### src/shared/sec_phase_map.svh
// Offsets, fields, reset values and counts of the phase adjust block.
// Assumes byte addresses on a 32-bit AXI4-Lite bus.
`ifndef SEC_PHASE_MAP_SVH
`define SEC_PHASE_MAP_SVH

// ----------------------------------------------------------------------------
// Register byte offsets
// ----------------------------------------------------------------------------
`define REG_CTRL_OFS 8'h00
`define REG_PERIOD_OFS 8'h04
`define REG_OFFSET_OFS 8'h08
`define REG_STATUS_OFS 8'h0C
`define REG_RXDATA_OFS 8'h10
`define REG_TXDATA_OFS 8'h14

// ----------------------------------------------------------------------------
// Field positions
// ----------------------------------------------------------------------------
`define CTRL_RUN_BIT 0
`define STAT_PEND_BIT 0
`define STAT_DIR_BIT 1
`define STAT_CMD_LSB 2
`define STAT_CMD_MSB 3
`define STAT_IGN_BIT 4
`define STAT_XCNT_LSB 8
`define STAT_XCNT_MSB 15
`define WORD_CTL_HIGH_BIT 15
`define WORD_CTL_LOW_BIT 14
`define DAC_MSB 15
`define DAC_LSB 2

// ----------------------------------------------------------------------------
// Reset values and counts
// ----------------------------------------------------------------------------
`define CTRL_RESET 1'h1
`define PERIOD_RESET 16'h0100
`define OFFSET_RESET 8'h00
`define TXDATA_RESET 16'h0000
`define WORD_BITS 5'h10
`define RESP_OKAY 2'h0
`define RESP_SLVERR 2'h2

`endif

### src/shared/sec_phase_pkg.sv
// Types shared by the secondary-word phase adjust design files.
// Assumes the constants of sec_phase_map.svh are included where needed.
`default_nettype none

package sec_phase_pkg;

    // Decoded secondary-word command
    typedef enum logic [1:0] {
        CMD_IGNORE = 2'b00,
        CMD_EXCHANGE = 2'b01,
        CMD_DELAY = 2'b10,
        CMD_ADVANCE = 2'b11
    } cmd_t;

    // Frame engine state
    typedef enum logic [1:0] {
        FR_IDLE = 2'b00,
        FR_SHIFT = 2'b01,
        FR_DONE = 2'b10
    } frame_state_t;

endpackage

`default_nettype wire

### src/design/sec_cmd_decode.sv
// Combinational decode of the two secondary-word control bits and the two
// function-code pins into one command, with the offset sign folded in.
// Assumes inputs are synchronous; the caller registers all but the two function-code pins.
`default_nettype none

module sec_cmd_decode
(
    input wire logic sec_ctl_bit_high,
    input wire logic sec_ctl_bit_low,
    input wire logic func_code_pin_high,
    input wire logic func_code_pin_low,
    input wire logic offset_neg,
    output var sec_phase_pkg::cmd_t cmd
);

    sec_phase_pkg::cmd_t raw_cmd;

    always_comb
    begin
        raw_cmd = sec_phase_pkg::CMD_IGNORE; // (RQ1)
        casez ({sec_ctl_bit_high, sec_ctl_bit_low, func_code_pin_high, func_code_pin_low})
            4'b00??:
                raw_cmd = sec_phase_pkg::CMD_EXCHANGE; // (RQ2)
            4'b01??:
                raw_cmd = sec_phase_pkg::CMD_DELAY; // (RQ3)
            4'b10??:
                raw_cmd = sec_phase_pkg::CMD_ADVANCE; // (RQ4)
            4'b1101:
                raw_cmd = sec_phase_pkg::CMD_DELAY; // (RQ6)
            4'b1110:
                raw_cmd = sec_phase_pkg::CMD_ADVANCE; // (RQ7)
            4'b1100, 4'b1111:
                raw_cmd = sec_phase_pkg::CMD_EXCHANGE; // (RQ8)
            default:
                raw_cmd = sec_phase_pkg::CMD_IGNORE; // (RQ1)
        endcase
    end

    // A negative offset turns the requested direction round
    always_comb
    begin
        cmd = raw_cmd;
        if (offset_neg && raw_cmd == sec_phase_pkg::CMD_DELAY)
        begin
            cmd = sec_phase_pkg::CMD_ADVANCE; // (RQ5)
        end
        else if (offset_neg && raw_cmd == sec_phase_pkg::CMD_ADVANCE)
        begin
            cmd = sec_phase_pkg::CMD_DELAY; // (RQ5)
        end
    end

endmodule

`default_nettype wire

### src/design/word_shifter.sv
// Parallel-load, MSB-first shift register for both link directions.
// Assumes load and shift never come in the same cycle.
`default_nettype none

module word_shifter
#(
    parameter int WIDTH = 16
)
(
    input wire logic clk,
    input wire logic rst_n,
    input wire logic load,
    input wire logic [WIDTH-1:0] load_val,
    input wire logic shift,
    input wire logic ser_in,
    output logic [WIDTH-1:0] q
);

    always_ff @(posedge clk)
    begin
        if (!rst_n)
        begin
            q <= '0;
        end
        else if (load)
        begin
            q <= load_val;
        end
        else if (shift)
        begin
            q <= {q[WIDTH-2:0], ser_in};
        end
    end

endmodule

`default_nettype wire

### src/design/secondary_word_phase_adjust.sv
// Secondary communication word decoder with one-shot sampling phase shift,
// serial word exchange engine and AXI4-Lite register slave.
// Assumes all pins are synchronous to CLK and one data bit moves per CLK.
//
// Summary of operation
// (RQ1) Undecoded bit and pin combinations cause nothing.
// (RQ2) Control bits 00: plain exchange, pins ignored.
// (RQ3) Control bits 01: delay next sample by offset.
// (RQ4) Control bits 10: advance next sample by offset.
// (RQ5) Negative offset reverses the shift direction.
// (RQ6) Bits 11, pins 01: delay next sample.
// (RQ7) Bits 11, pins 10: advance next sample.
// (RQ8) Bits 11, pins 00 or 11: plain exchange.
// (RQ9) Each shift affects one sampling period only.
//
// The AXI4-Lite register port and the register addresses were left to the implementer.
`include "sec_phase_map.svh"
`default_nettype none

module secondary_word_phase_adjust
(
    input wire logic CLK,
    input wire logic RESETN,
    input wire logic FRAME_SYNC_N,
    input wire logic SECONDARY_FRAME,
    input wire logic DATA_IN,
    output logic DATA_OUT,
    input wire logic FUNC_CODE_PIN_HIGH,
    input wire logic FUNC_CODE_PIN_LOW,
    output logic SAMPLE_TICK,
    input wire logic [7:0] AWADDR,
    input wire logic [2:0] AWPROT,
    input wire logic AWVALID,
    output logic AWREADY,
    input wire logic [31:0] WDATA,
    input wire logic [3:0] WSTRB,
    input wire logic WVALID,
    output logic WREADY,
    output logic [1:0] BRESP,
    output logic BVALID,
    input wire logic BREADY,
    input wire logic [7:0] ARADDR,
    input wire logic [2:0] ARPROT,
    input wire logic ARVALID,
    output logic ARREADY,
    output logic [31:0] RDATA,
    output logic [1:0] RRESP,
    output logic RVALID,
    input wire logic RREADY
);

    // ------------------------------------------------------------------------
    // Declarations
    // ------------------------------------------------------------------------
    logic run_ff;
    logic [15:0] period_ff;
    logic [7:0] offset_ff;
    logic [15:0] tx_word_ff;
    logic [13:0] dac_word_ff;
    logic fs_prev_ff;
    logic fs_fall;
    logic fs_rise;
    sec_phase_pkg::frame_state_t state_ff;
    logic [4:0] bit_cnt_ff;
    logic sec_frame_ff;
    logic shifting;
    logic [15:0] rx_q;
    logic [15:0] tx_q;
    sec_phase_pkg::cmd_t dec_cmd;
    sec_phase_pkg::cmd_t last_cmd_ff;
    logic ignored_ff;
    logic [7:0] xchg_cnt_ff;
    logic pend_ff;
    logic pend_delay_ff;
    logic word_done;
    logic new_req;
    logic [8:0] amount;
    logic [16:0] cnt_ff;
    logic [16:0] nxt_cnt;
    logic [16:0] base_cnt;
    logic aw_held_ff;
    logic w_held_ff;
    logic [7:0] aw_addr_ff;
    logic [31:0] w_data_ff;
    logic [3:0] w_strb_ff;
    logic do_write;
    logic wr_hit;

    // ------------------------------------------------------------------------
    // Frame sync edges
    // ------------------------------------------------------------------------
    always_ff @(posedge CLK)
    begin
        if (!RESETN)
        begin
            fs_prev_ff <= 1'b1;
        end
        else
        begin
            fs_prev_ff <= FRAME_SYNC_N;
        end
    end

    assign fs_fall = fs_prev_ff && !FRAME_SYNC_N;
    assign fs_rise = !fs_prev_ff && FRAME_SYNC_N;

    // ------------------------------------------------------------------------
    // Word exchange engine
    // ------------------------------------------------------------------------
    // A new falling edge in mid-word restarts the word; the host owns framing.
    always_ff @(posedge CLK)
    begin
        if (!RESETN)
        begin
            state_ff <= sec_phase_pkg::FR_IDLE;
            bit_cnt_ff <= 5'h00;
            sec_frame_ff <= 1'b0;
        end
        else if (fs_fall)
        begin
            state_ff <= sec_phase_pkg::FR_SHIFT;
            bit_cnt_ff <= `WORD_BITS;
            sec_frame_ff <= SECONDARY_FRAME;
        end
        else
        begin
            case (state_ff)
                sec_phase_pkg::FR_SHIFT:
                begin
                    bit_cnt_ff <= bit_cnt_ff - 5'h01;
                    if (bit_cnt_ff == 5'h01)
                    begin
                        state_ff <= sec_phase_pkg::FR_DONE;
                    end
                end
                sec_phase_pkg::FR_DONE:
                    state_ff <= sec_phase_pkg::FR_IDLE;
                default:
                    state_ff <= sec_phase_pkg::FR_IDLE;
            endcase
        end
    end

    assign shifting = (state_ff == sec_phase_pkg::FR_SHIFT) && !fs_fall;
    assign word_done = (state_ff == sec_phase_pkg::FR_DONE) && !fs_fall;

    word_shifter #(.WIDTH(16)) rx_shift
    (
        .clk(CLK),
        .rst_n(RESETN),
        .load(1'b0),
        .load_val(16'h0000),
        .shift(shifting),
        .ser_in(DATA_IN),
        .q(rx_q)
    );

    // Secondary frames carry no converter data back to the host
    word_shifter #(.WIDTH(16)) tx_shift
    (
        .clk(CLK),
        .rst_n(RESETN),
        .load(fs_fall),
        .load_val(SECONDARY_FRAME ? 16'h0000 : tx_word_ff),
        .shift(shifting),
        .ser_in(1'b0),
        .q(tx_q)
    );

    always_ff @(posedge CLK)
    begin
        if (!RESETN)
        begin
            DATA_OUT <= 1'b0;
        end
        else
        begin
            DATA_OUT <= (fs_fall || shifting) ? tx_q[15] : 1'b0;
        end
    end

    // Primary words deliver the 14 converter bits; the two low bits stay out
    always_ff @(posedge CLK)
    begin
        if (!RESETN)
        begin
            dac_word_ff <= 14'h0000;
            xchg_cnt_ff <= 8'h00;
        end
        else if (word_done && !sec_frame_ff)
        begin
            dac_word_ff <= rx_q[`DAC_MSB:`DAC_LSB]; // (RQ2)
            xchg_cnt_ff <= xchg_cnt_ff + 8'h01;
        end
    end

    // ------------------------------------------------------------------------
    // Secondary word decode
    // ------------------------------------------------------------------------
    sec_cmd_decode cmd_dec
    (
        .sec_ctl_bit_high(rx_q[`WORD_CTL_HIGH_BIT]),
        .sec_ctl_bit_low(rx_q[`WORD_CTL_LOW_BIT]),
        .func_code_pin_high(FUNC_CODE_PIN_HIGH),
        .func_code_pin_low(FUNC_CODE_PIN_LOW),
        .offset_neg(offset_ff[7]),
        .cmd(dec_cmd)
    );

    assign new_req = word_done && sec_frame_ff &&
        (dec_cmd == sec_phase_pkg::CMD_DELAY || dec_cmd == sec_phase_pkg::CMD_ADVANCE);

    always_ff @(posedge CLK)
    begin
        if (!RESETN)
        begin
            last_cmd_ff <= sec_phase_pkg::CMD_IGNORE;
            ignored_ff <= 1'b0;
        end
        else if (word_done && sec_frame_ff)
        begin
            last_cmd_ff <= dec_cmd;
            ignored_ff <= (dec_cmd == sec_phase_pkg::CMD_IGNORE); // (RQ1)
        end
    end

    // A request arriving on the very edge that consumes the old one survives
    always_ff @(posedge CLK)
    begin
        if (!RESETN)
        begin
            pend_ff <= 1'b0;
            pend_delay_ff <= 1'b0;
        end
        else if (new_req)
        begin
            pend_ff <= 1'b1;
            pend_delay_ff <= (dec_cmd == sec_phase_pkg::CMD_DELAY); // (RQ3) (RQ4) (RQ6) (RQ7)
        end
        else if (fs_rise)
        begin
            pend_ff <= 1'b0; // (RQ9)
        end
    end

    // ------------------------------------------------------------------------
    // Sampling period counter
    // ------------------------------------------------------------------------
    // Magnitude needs nine bits so that the most negative offset fits
    assign amount = offset_ff[7] ? 9'(-{offset_ff[7], offset_ff}) : {1'b0, offset_ff}; // (RQ5)

    always_comb
    begin
        base_cnt = (cnt_ff == 17'h00000) ? {1'b0, period_ff - 16'h0001} : cnt_ff - 17'h00001;
        nxt_cnt = base_cnt;
        if (fs_rise && pend_ff && !new_req)
        begin
            if (pend_delay_ff)
            begin
                nxt_cnt = base_cnt + {8'h00, amount}; // (RQ3) (RQ6)
            end
            else if (base_cnt > {8'h00, amount})
            begin
                nxt_cnt = base_cnt - {8'h00, amount}; // (RQ4) (RQ7)
            end
            else
            begin
                nxt_cnt = 17'h00000;
            end
        end
    end

    // The shift only moves the count in flight, so later periods are nominal
    always_ff @(posedge CLK)
    begin
        if (!RESETN)
        begin
            cnt_ff <= 17'h00000;
            SAMPLE_TICK <= 1'b0;
        end
        else if (!run_ff)
        begin
            cnt_ff <= 17'h00000;
            SAMPLE_TICK <= 1'b0;
        end
        else
        begin
            cnt_ff <= nxt_cnt; // (RQ9)
            SAMPLE_TICK <= (cnt_ff == 17'h00000);
        end
    end

    // ------------------------------------------------------------------------
    // AXI4-Lite write channel
    // ------------------------------------------------------------------------
    assign do_write = aw_held_ff && w_held_ff && !BVALID;
    assign wr_hit = (aw_addr_ff == `REG_CTRL_OFS) || (aw_addr_ff == `REG_PERIOD_OFS) ||
        (aw_addr_ff == `REG_OFFSET_OFS) || (aw_addr_ff == `REG_TXDATA_OFS);

    always_ff @(posedge CLK)
    begin
        if (!RESETN)
        begin
            aw_held_ff <= 1'b0;
            w_held_ff <= 1'b0;
            aw_addr_ff <= 8'h00;
            w_data_ff <= 32'h00000000;
            w_strb_ff <= 4'h0;
            AWREADY <= 1'b1;
            WREADY <= 1'b1;
            BVALID <= 1'b0;
            BRESP <= `RESP_OKAY;
        end
        else
        begin
            if (AWVALID && AWREADY)
            begin
                aw_held_ff <= 1'b1;
                aw_addr_ff <= AWADDR;
                AWREADY <= 1'b0;
            end
            if (WVALID && WREADY)
            begin
                w_held_ff <= 1'b1;
                w_data_ff <= WDATA;
                w_strb_ff <= WSTRB;
                WREADY <= 1'b0;
            end
            if (do_write)
            begin
                aw_held_ff <= 1'b0;
                w_held_ff <= 1'b0;
                BVALID <= 1'b1;
                BRESP <= wr_hit ? `RESP_OKAY : `RESP_SLVERR;
            end
            if (BVALID && BREADY)
            begin
                BVALID <= 1'b0;
                AWREADY <= 1'b1;
                WREADY <= 1'b1;
            end
        end
    end

    always_ff @(posedge CLK)
    begin
        if (!RESETN)
        begin
            run_ff <= `CTRL_RESET;
            period_ff <= `PERIOD_RESET;
            offset_ff <= `OFFSET_RESET;
            tx_word_ff <= `TXDATA_RESET;
        end
        else if (do_write)
        begin
            if (aw_addr_ff == `REG_CTRL_OFS)
            begin
                if (w_strb_ff[0])
                    run_ff <= w_data_ff[`CTRL_RUN_BIT];
            end
            else if (aw_addr_ff == `REG_PERIOD_OFS)
            begin
                if (w_strb_ff[0])
                    period_ff[7:0] <= w_data_ff[7:0];
                if (w_strb_ff[1])
                    period_ff[15:8] <= w_data_ff[15:8];
            end
            else if (aw_addr_ff == `REG_OFFSET_OFS)
            begin
                if (w_strb_ff[0])
                    offset_ff <= w_data_ff[7:0];
            end
            else if (aw_addr_ff == `REG_TXDATA_OFS)
            begin
                if (w_strb_ff[0])
                    tx_word_ff[7:0] <= w_data_ff[7:0];
                if (w_strb_ff[1])
                    tx_word_ff[15:8] <= w_data_ff[15:8];
            end
        end
    end

    // ------------------------------------------------------------------------
    // AXI4-Lite read channel
    // ------------------------------------------------------------------------
    always_ff @(posedge CLK)
    begin
        if (!RESETN)
        begin
            ARREADY <= 1'b1;
            RVALID <= 1'b0;
            RDATA <= 32'h00000000;
            RRESP <= `RESP_OKAY;
        end
        else if (ARVALID && ARREADY)
        begin
            ARREADY <= 1'b0;
            RVALID <= 1'b1;
            RRESP <= `RESP_OKAY;
            RDATA <= 32'h00000000;
            if (ARADDR == `REG_CTRL_OFS)
                RDATA[`CTRL_RUN_BIT] <= run_ff;
            else if (ARADDR == `REG_PERIOD_OFS)
                RDATA[15:0] <= period_ff;
            else if (ARADDR == `REG_OFFSET_OFS)
                RDATA[7:0] <= offset_ff;
            else if (ARADDR == `REG_STATUS_OFS)
            begin
                RDATA[`STAT_PEND_BIT] <= pend_ff;
                RDATA[`STAT_DIR_BIT] <= pend_delay_ff;
                RDATA[`STAT_CMD_MSB:`STAT_CMD_LSB] <= last_cmd_ff;
                RDATA[`STAT_IGN_BIT] <= ignored_ff;
                RDATA[`STAT_XCNT_MSB:`STAT_XCNT_LSB] <= xchg_cnt_ff;
            end
            else if (ARADDR == `REG_RXDATA_OFS)
                RDATA[13:0] <= dac_word_ff;
            else if (ARADDR == `REG_TXDATA_OFS)
                RDATA[15:0] <= tx_word_ff;
            else
                RRESP <= `RESP_SLVERR;
        end
        else if (RVALID && RREADY)
        begin
            RVALID <= 1'b0;
            ARREADY <= 1'b1;
        end
    end

endmodule

`default_nettype wire

### config.mk
export PLATFORM = sky130hd
export DESIGN_NAME = secondary_word_phase_adjust
export DESIGN_NICKNAME = d
export VERILOG_FILES = /design/src/shared/sec_phase_pkg.sv /design/src/design/sec_cmd_decode.sv /design/src/design/word_shifter.sv /design/src/design/secondary_word_phase_adjust.sv
export VERILOG_INCLUDE_DIRS = /design/src /design/src/shared
export SDC_FILE = /design/constraint.sdc
export NUM_CORES = 1
export LEC_CHECK = 0
export BUFFER_PORTS_ARGS = -buffer_cell sky130_fd_sc_hd__clkbuf_2
export CAP_MARGIN = 15
export CORE_ASPECT_RATIO = 1.75
export CORE_UTILIZATION = 56
export DETAILED_ROUTE_END_ITERATION = 6
export PLACE_DENSITY = 0.87
export SETUP_SLACK_MARGIN = 0.05
export SYNTH_ARGS = -nofsm -noshare
export SYNTH_HDL_FRONTEND = slang
export SYNTH_SLANG_ARGS = --single-unit
### constraint.sdc
create_clock -name CLK -period 5.56 [get_ports CLK]
set_input_delay 1.668 -clock CLK [delete_from_list [all_inputs] [get_ports CLK]]
set_output_delay 1.668 -clock CLK [all_outputs]
set_load 0.01 [all_outputs]
==> flow_summary.toml <==
[worst_setup_path]
path_cells = "inv_1 -> ha_1 -> or4b_2 -> or2_1 -> mux2i_1 -> inv_1 -> fa_1 -> o21bai_1 -> a21oi_1 -> o311ai_0 -> and4_1 -> nor3_2 -> mux2_2 -> a22oi_1 -> a21oi_1"
cp_slowest_cell = "or4b_2"
crit_path_max_incr_delay_ns = 0.64
r2r_setup_slack_ns = 0.67
critPathMaxFanout = 18
path_buf_inv = 2
endpoint_kind = "flop"
cp.arrival_ns = 5.20
critical_path_required_ns = 5.86
cp_top_family = "simple AND/OR/NAND/NOR gates"
crit_type = "flop to flop"
start_kind = "flop"

[floorplan]
core_um2 = 16600
start_util_pct = 57.67
dieArea_um2 = 17640
io_pins = 113
rows = 62
fp.dieW_um = 100.8
die_height_um = 175.0

[route]
wl_per_cell_um = 17.37
routed_via_density = 6.039
drt-total-wl_mm = 25.91
drtPass1Iterations = 5
drcViolationCount = 0
ant_nets = 0
first_iter_violations = 742
vias = 9010

[pwr]
clockPowerShare_pct = 25.7
finalPower_mw = 4.605
peakVddDrop_mv = 0.2458
p_int_mw = 2.760
p_leak_nw = 3.999
p_sw_share_pct = 40.06
pwr-share-comb_pct = 42.8
seqPwrFrac_pct = 31.4
power.switching_mw = 1.845
power_density_nw_per_um2 = 437.0

[sta]
rsz0062_at_grt = "false"
slew_headroom_pct = 30.70
max_freq_mhz = 204.4
tns_ns = 0
tightest_slew_ns = 1.011
finClkSkew_ns = 0.01094
period_needed_ns = 4.892
finalCritPeriodShare_pct = 87.99
hold_viol = 0
drv_slew = 0
finalSetupViolations = 0

[grt]
grt_max_degree = 73
grt_use_total_pct = 30.66
grt_pass1_wl_mm = 41.99
grt_overflow = 0
grt_pass1_vias = 8628
antenna_found_initial = 0

[logic_synthesis]
avgSynthCellArea_um2 = 7.784
synth_top_area_share_pct = 37.43
synth_common_cells = "nand2_1, dfxtp_1, a21oi_1, nor2_1, clkbuf_1"
synth.most_common_cell = "nand2_1"
netlist_instances = 1230
synth-seq-cells = 179
synth_edf_count = 0
yosysSeqAreaShare_pct = 37.43
synth_top_cell_by_area = "dfxtp_1"
yosysWarnings = 0
netlist_area_um2 = 9574
synthDistinctLibCells = 80
ys_async_sr_fraction_pct = 0
synthTopCellsByArea = "dfxtp_1, nand2_1, a21oi_1"
ys.flop_type = "dfxtp_1"

[clock_network]
cts_inserted_buffers = 17
cts_buffer_depth = 2
cts_root_buf = "clkbuf_16"
clk-insertion-delay-late_ns = 0.45
cts.sinks = 179
cts_setup_buffers = 0
cts_max_level = 4
tritoncts = "done"
postCtsHoldBufs = 0
cts.clk_slew.worst_paths_ns = 0.07
cts_resized = 0

[outcome]
status = "completed"

[layout]
layout-drive-gt1-share_pct = 11.36
multiInputGateArea_um2 = 5510
register_area_um2 = 3583
diodes = 0
nNetsFinal = 1352
syn_to_final_growth_pct = 10.08
fillers = 1480
fin_util_pct = 63.48

[place]
numPortBuffers = 70
place_congestion = 0.9387
place_hpwl_mm = 19.25

[run]
maxCapViolations = 0

[hold_path]
holdCritPathClass = "flop to flop"
cell type report:
type / instances / share of cell area (%)
Tap cell: 224 / 2.659
Clock inverter: 12 / 1.163
Sequential cell: 179 / 34.00
Clock buffer: 20 / 4.333
Timing Repair Buffer: 82 / 4.179
Inverter: 38 / 1.377
Multi-Input combinational cell: 937 / 52.29
registers in the layout (all words and copies together), names as in the netlist, 5 cells and up:
register and count:
cnt_ff 17, RDATA 16, period_ff 16, rx_shift.q 16, tx_shift.q 16, tx_word_ff 16, w_data_ff 16, dac_word_ff 14
aw_addr_ff 8, offset_ff 8, xchg_cnt_ff 8, bit_cnt_ff 5
per-stage QoR:
stage	hold slack (ns)	setup slack (ns)	area, µm²	std cells
6_report	0.4469	0.6680	10540	1492
5_1_grt	0.4810	0.3616	10540	1492
4_1_cts	0.4497	0.6539	10540	1492
3_5_place_dp	0.4411	0.6606	9960	1460
3_3_place_gp	0.4337	0.7451	9960	1460
2_1_floorplan	0.4153	1.273	9642	1248
final timing paths:
kind | start | endpoint | cells past startpoint
max reg2reg | cnt_ff[0] | cnt_ff[10] | 15
min | tx_shift.q[15] | DATA_OUT | 2
max | cnt_ff[0] | cnt_ff[10] | 15
min reg2reg | tx_shift.q[15] | DATA_OUT | 2
tightest hold or removal path: cells and delay by family (launching register included):
family           cells  cell delay, ns
and+or+nand+nor      2            0.09
DFF                  1            0.31
cell families (layout without fill, tap and decap cells):
| group | count (synthesis) | in the layout | share of synthesized area [%] |
|---|---|---|---|
| buffers and inverters | 132 | 152 | 5.933 |
| XOR/XNOR | 55 | 55 | 5.031 |
| other | 2 | 20 | 0.07844 |
| AND/OR/NAND/NOR | 504 | 504 | 24.83 |
| adder cells (fa/ha/maj) | 27 | 27 | 3.685 |
| AO/OA/AOI/OAI | 308 | 308 | 20.54 |
| multiplexers | 23 | 23 | 2.470 |
| flip-flops | 179 | 179 | 37.43 |
layer usage:
metal,up-vias,wire length (µm),part of all wire (%),track usage (%)
li1,4345,-,-,-
met1,4207,9574,37,32.29
met2,349,13390,52,54.57
met3,109,1304,5.0,6.200
met4,0,1647,6.4,19.38
met5,-,0,0,0
layout by cell type, fill, tap and decap left out, types with 18 or more instances in the layout:
cell      count
a21oi_1     147
clkbuf_2     70
conb_1       20
dfxtp_1     179
ha_1         25
inv_1        37
mux2i_1      20
nand2_1     244
nand3_1      32
nor2_1       89
nor3_1       27
o21ai_0      31
xnor2_1      37
xor2_1       18
power by group through the flow:
stage / Clock [mW] / Sequential, mW / Combinational, mW
CTS: 1.19 / 1.44 / 1.95
floorplan: 0 / 1.45 / 1.52
detailed placement: 0 / 1.47 / 1.94
global placement: 0 / 1.47 / 1.90
finish: 1.18 / 1.45 / 1.97
global route: 1.25 / 1.46 / 2.18
Note: power is estimated with default switching activity, not from simulation.
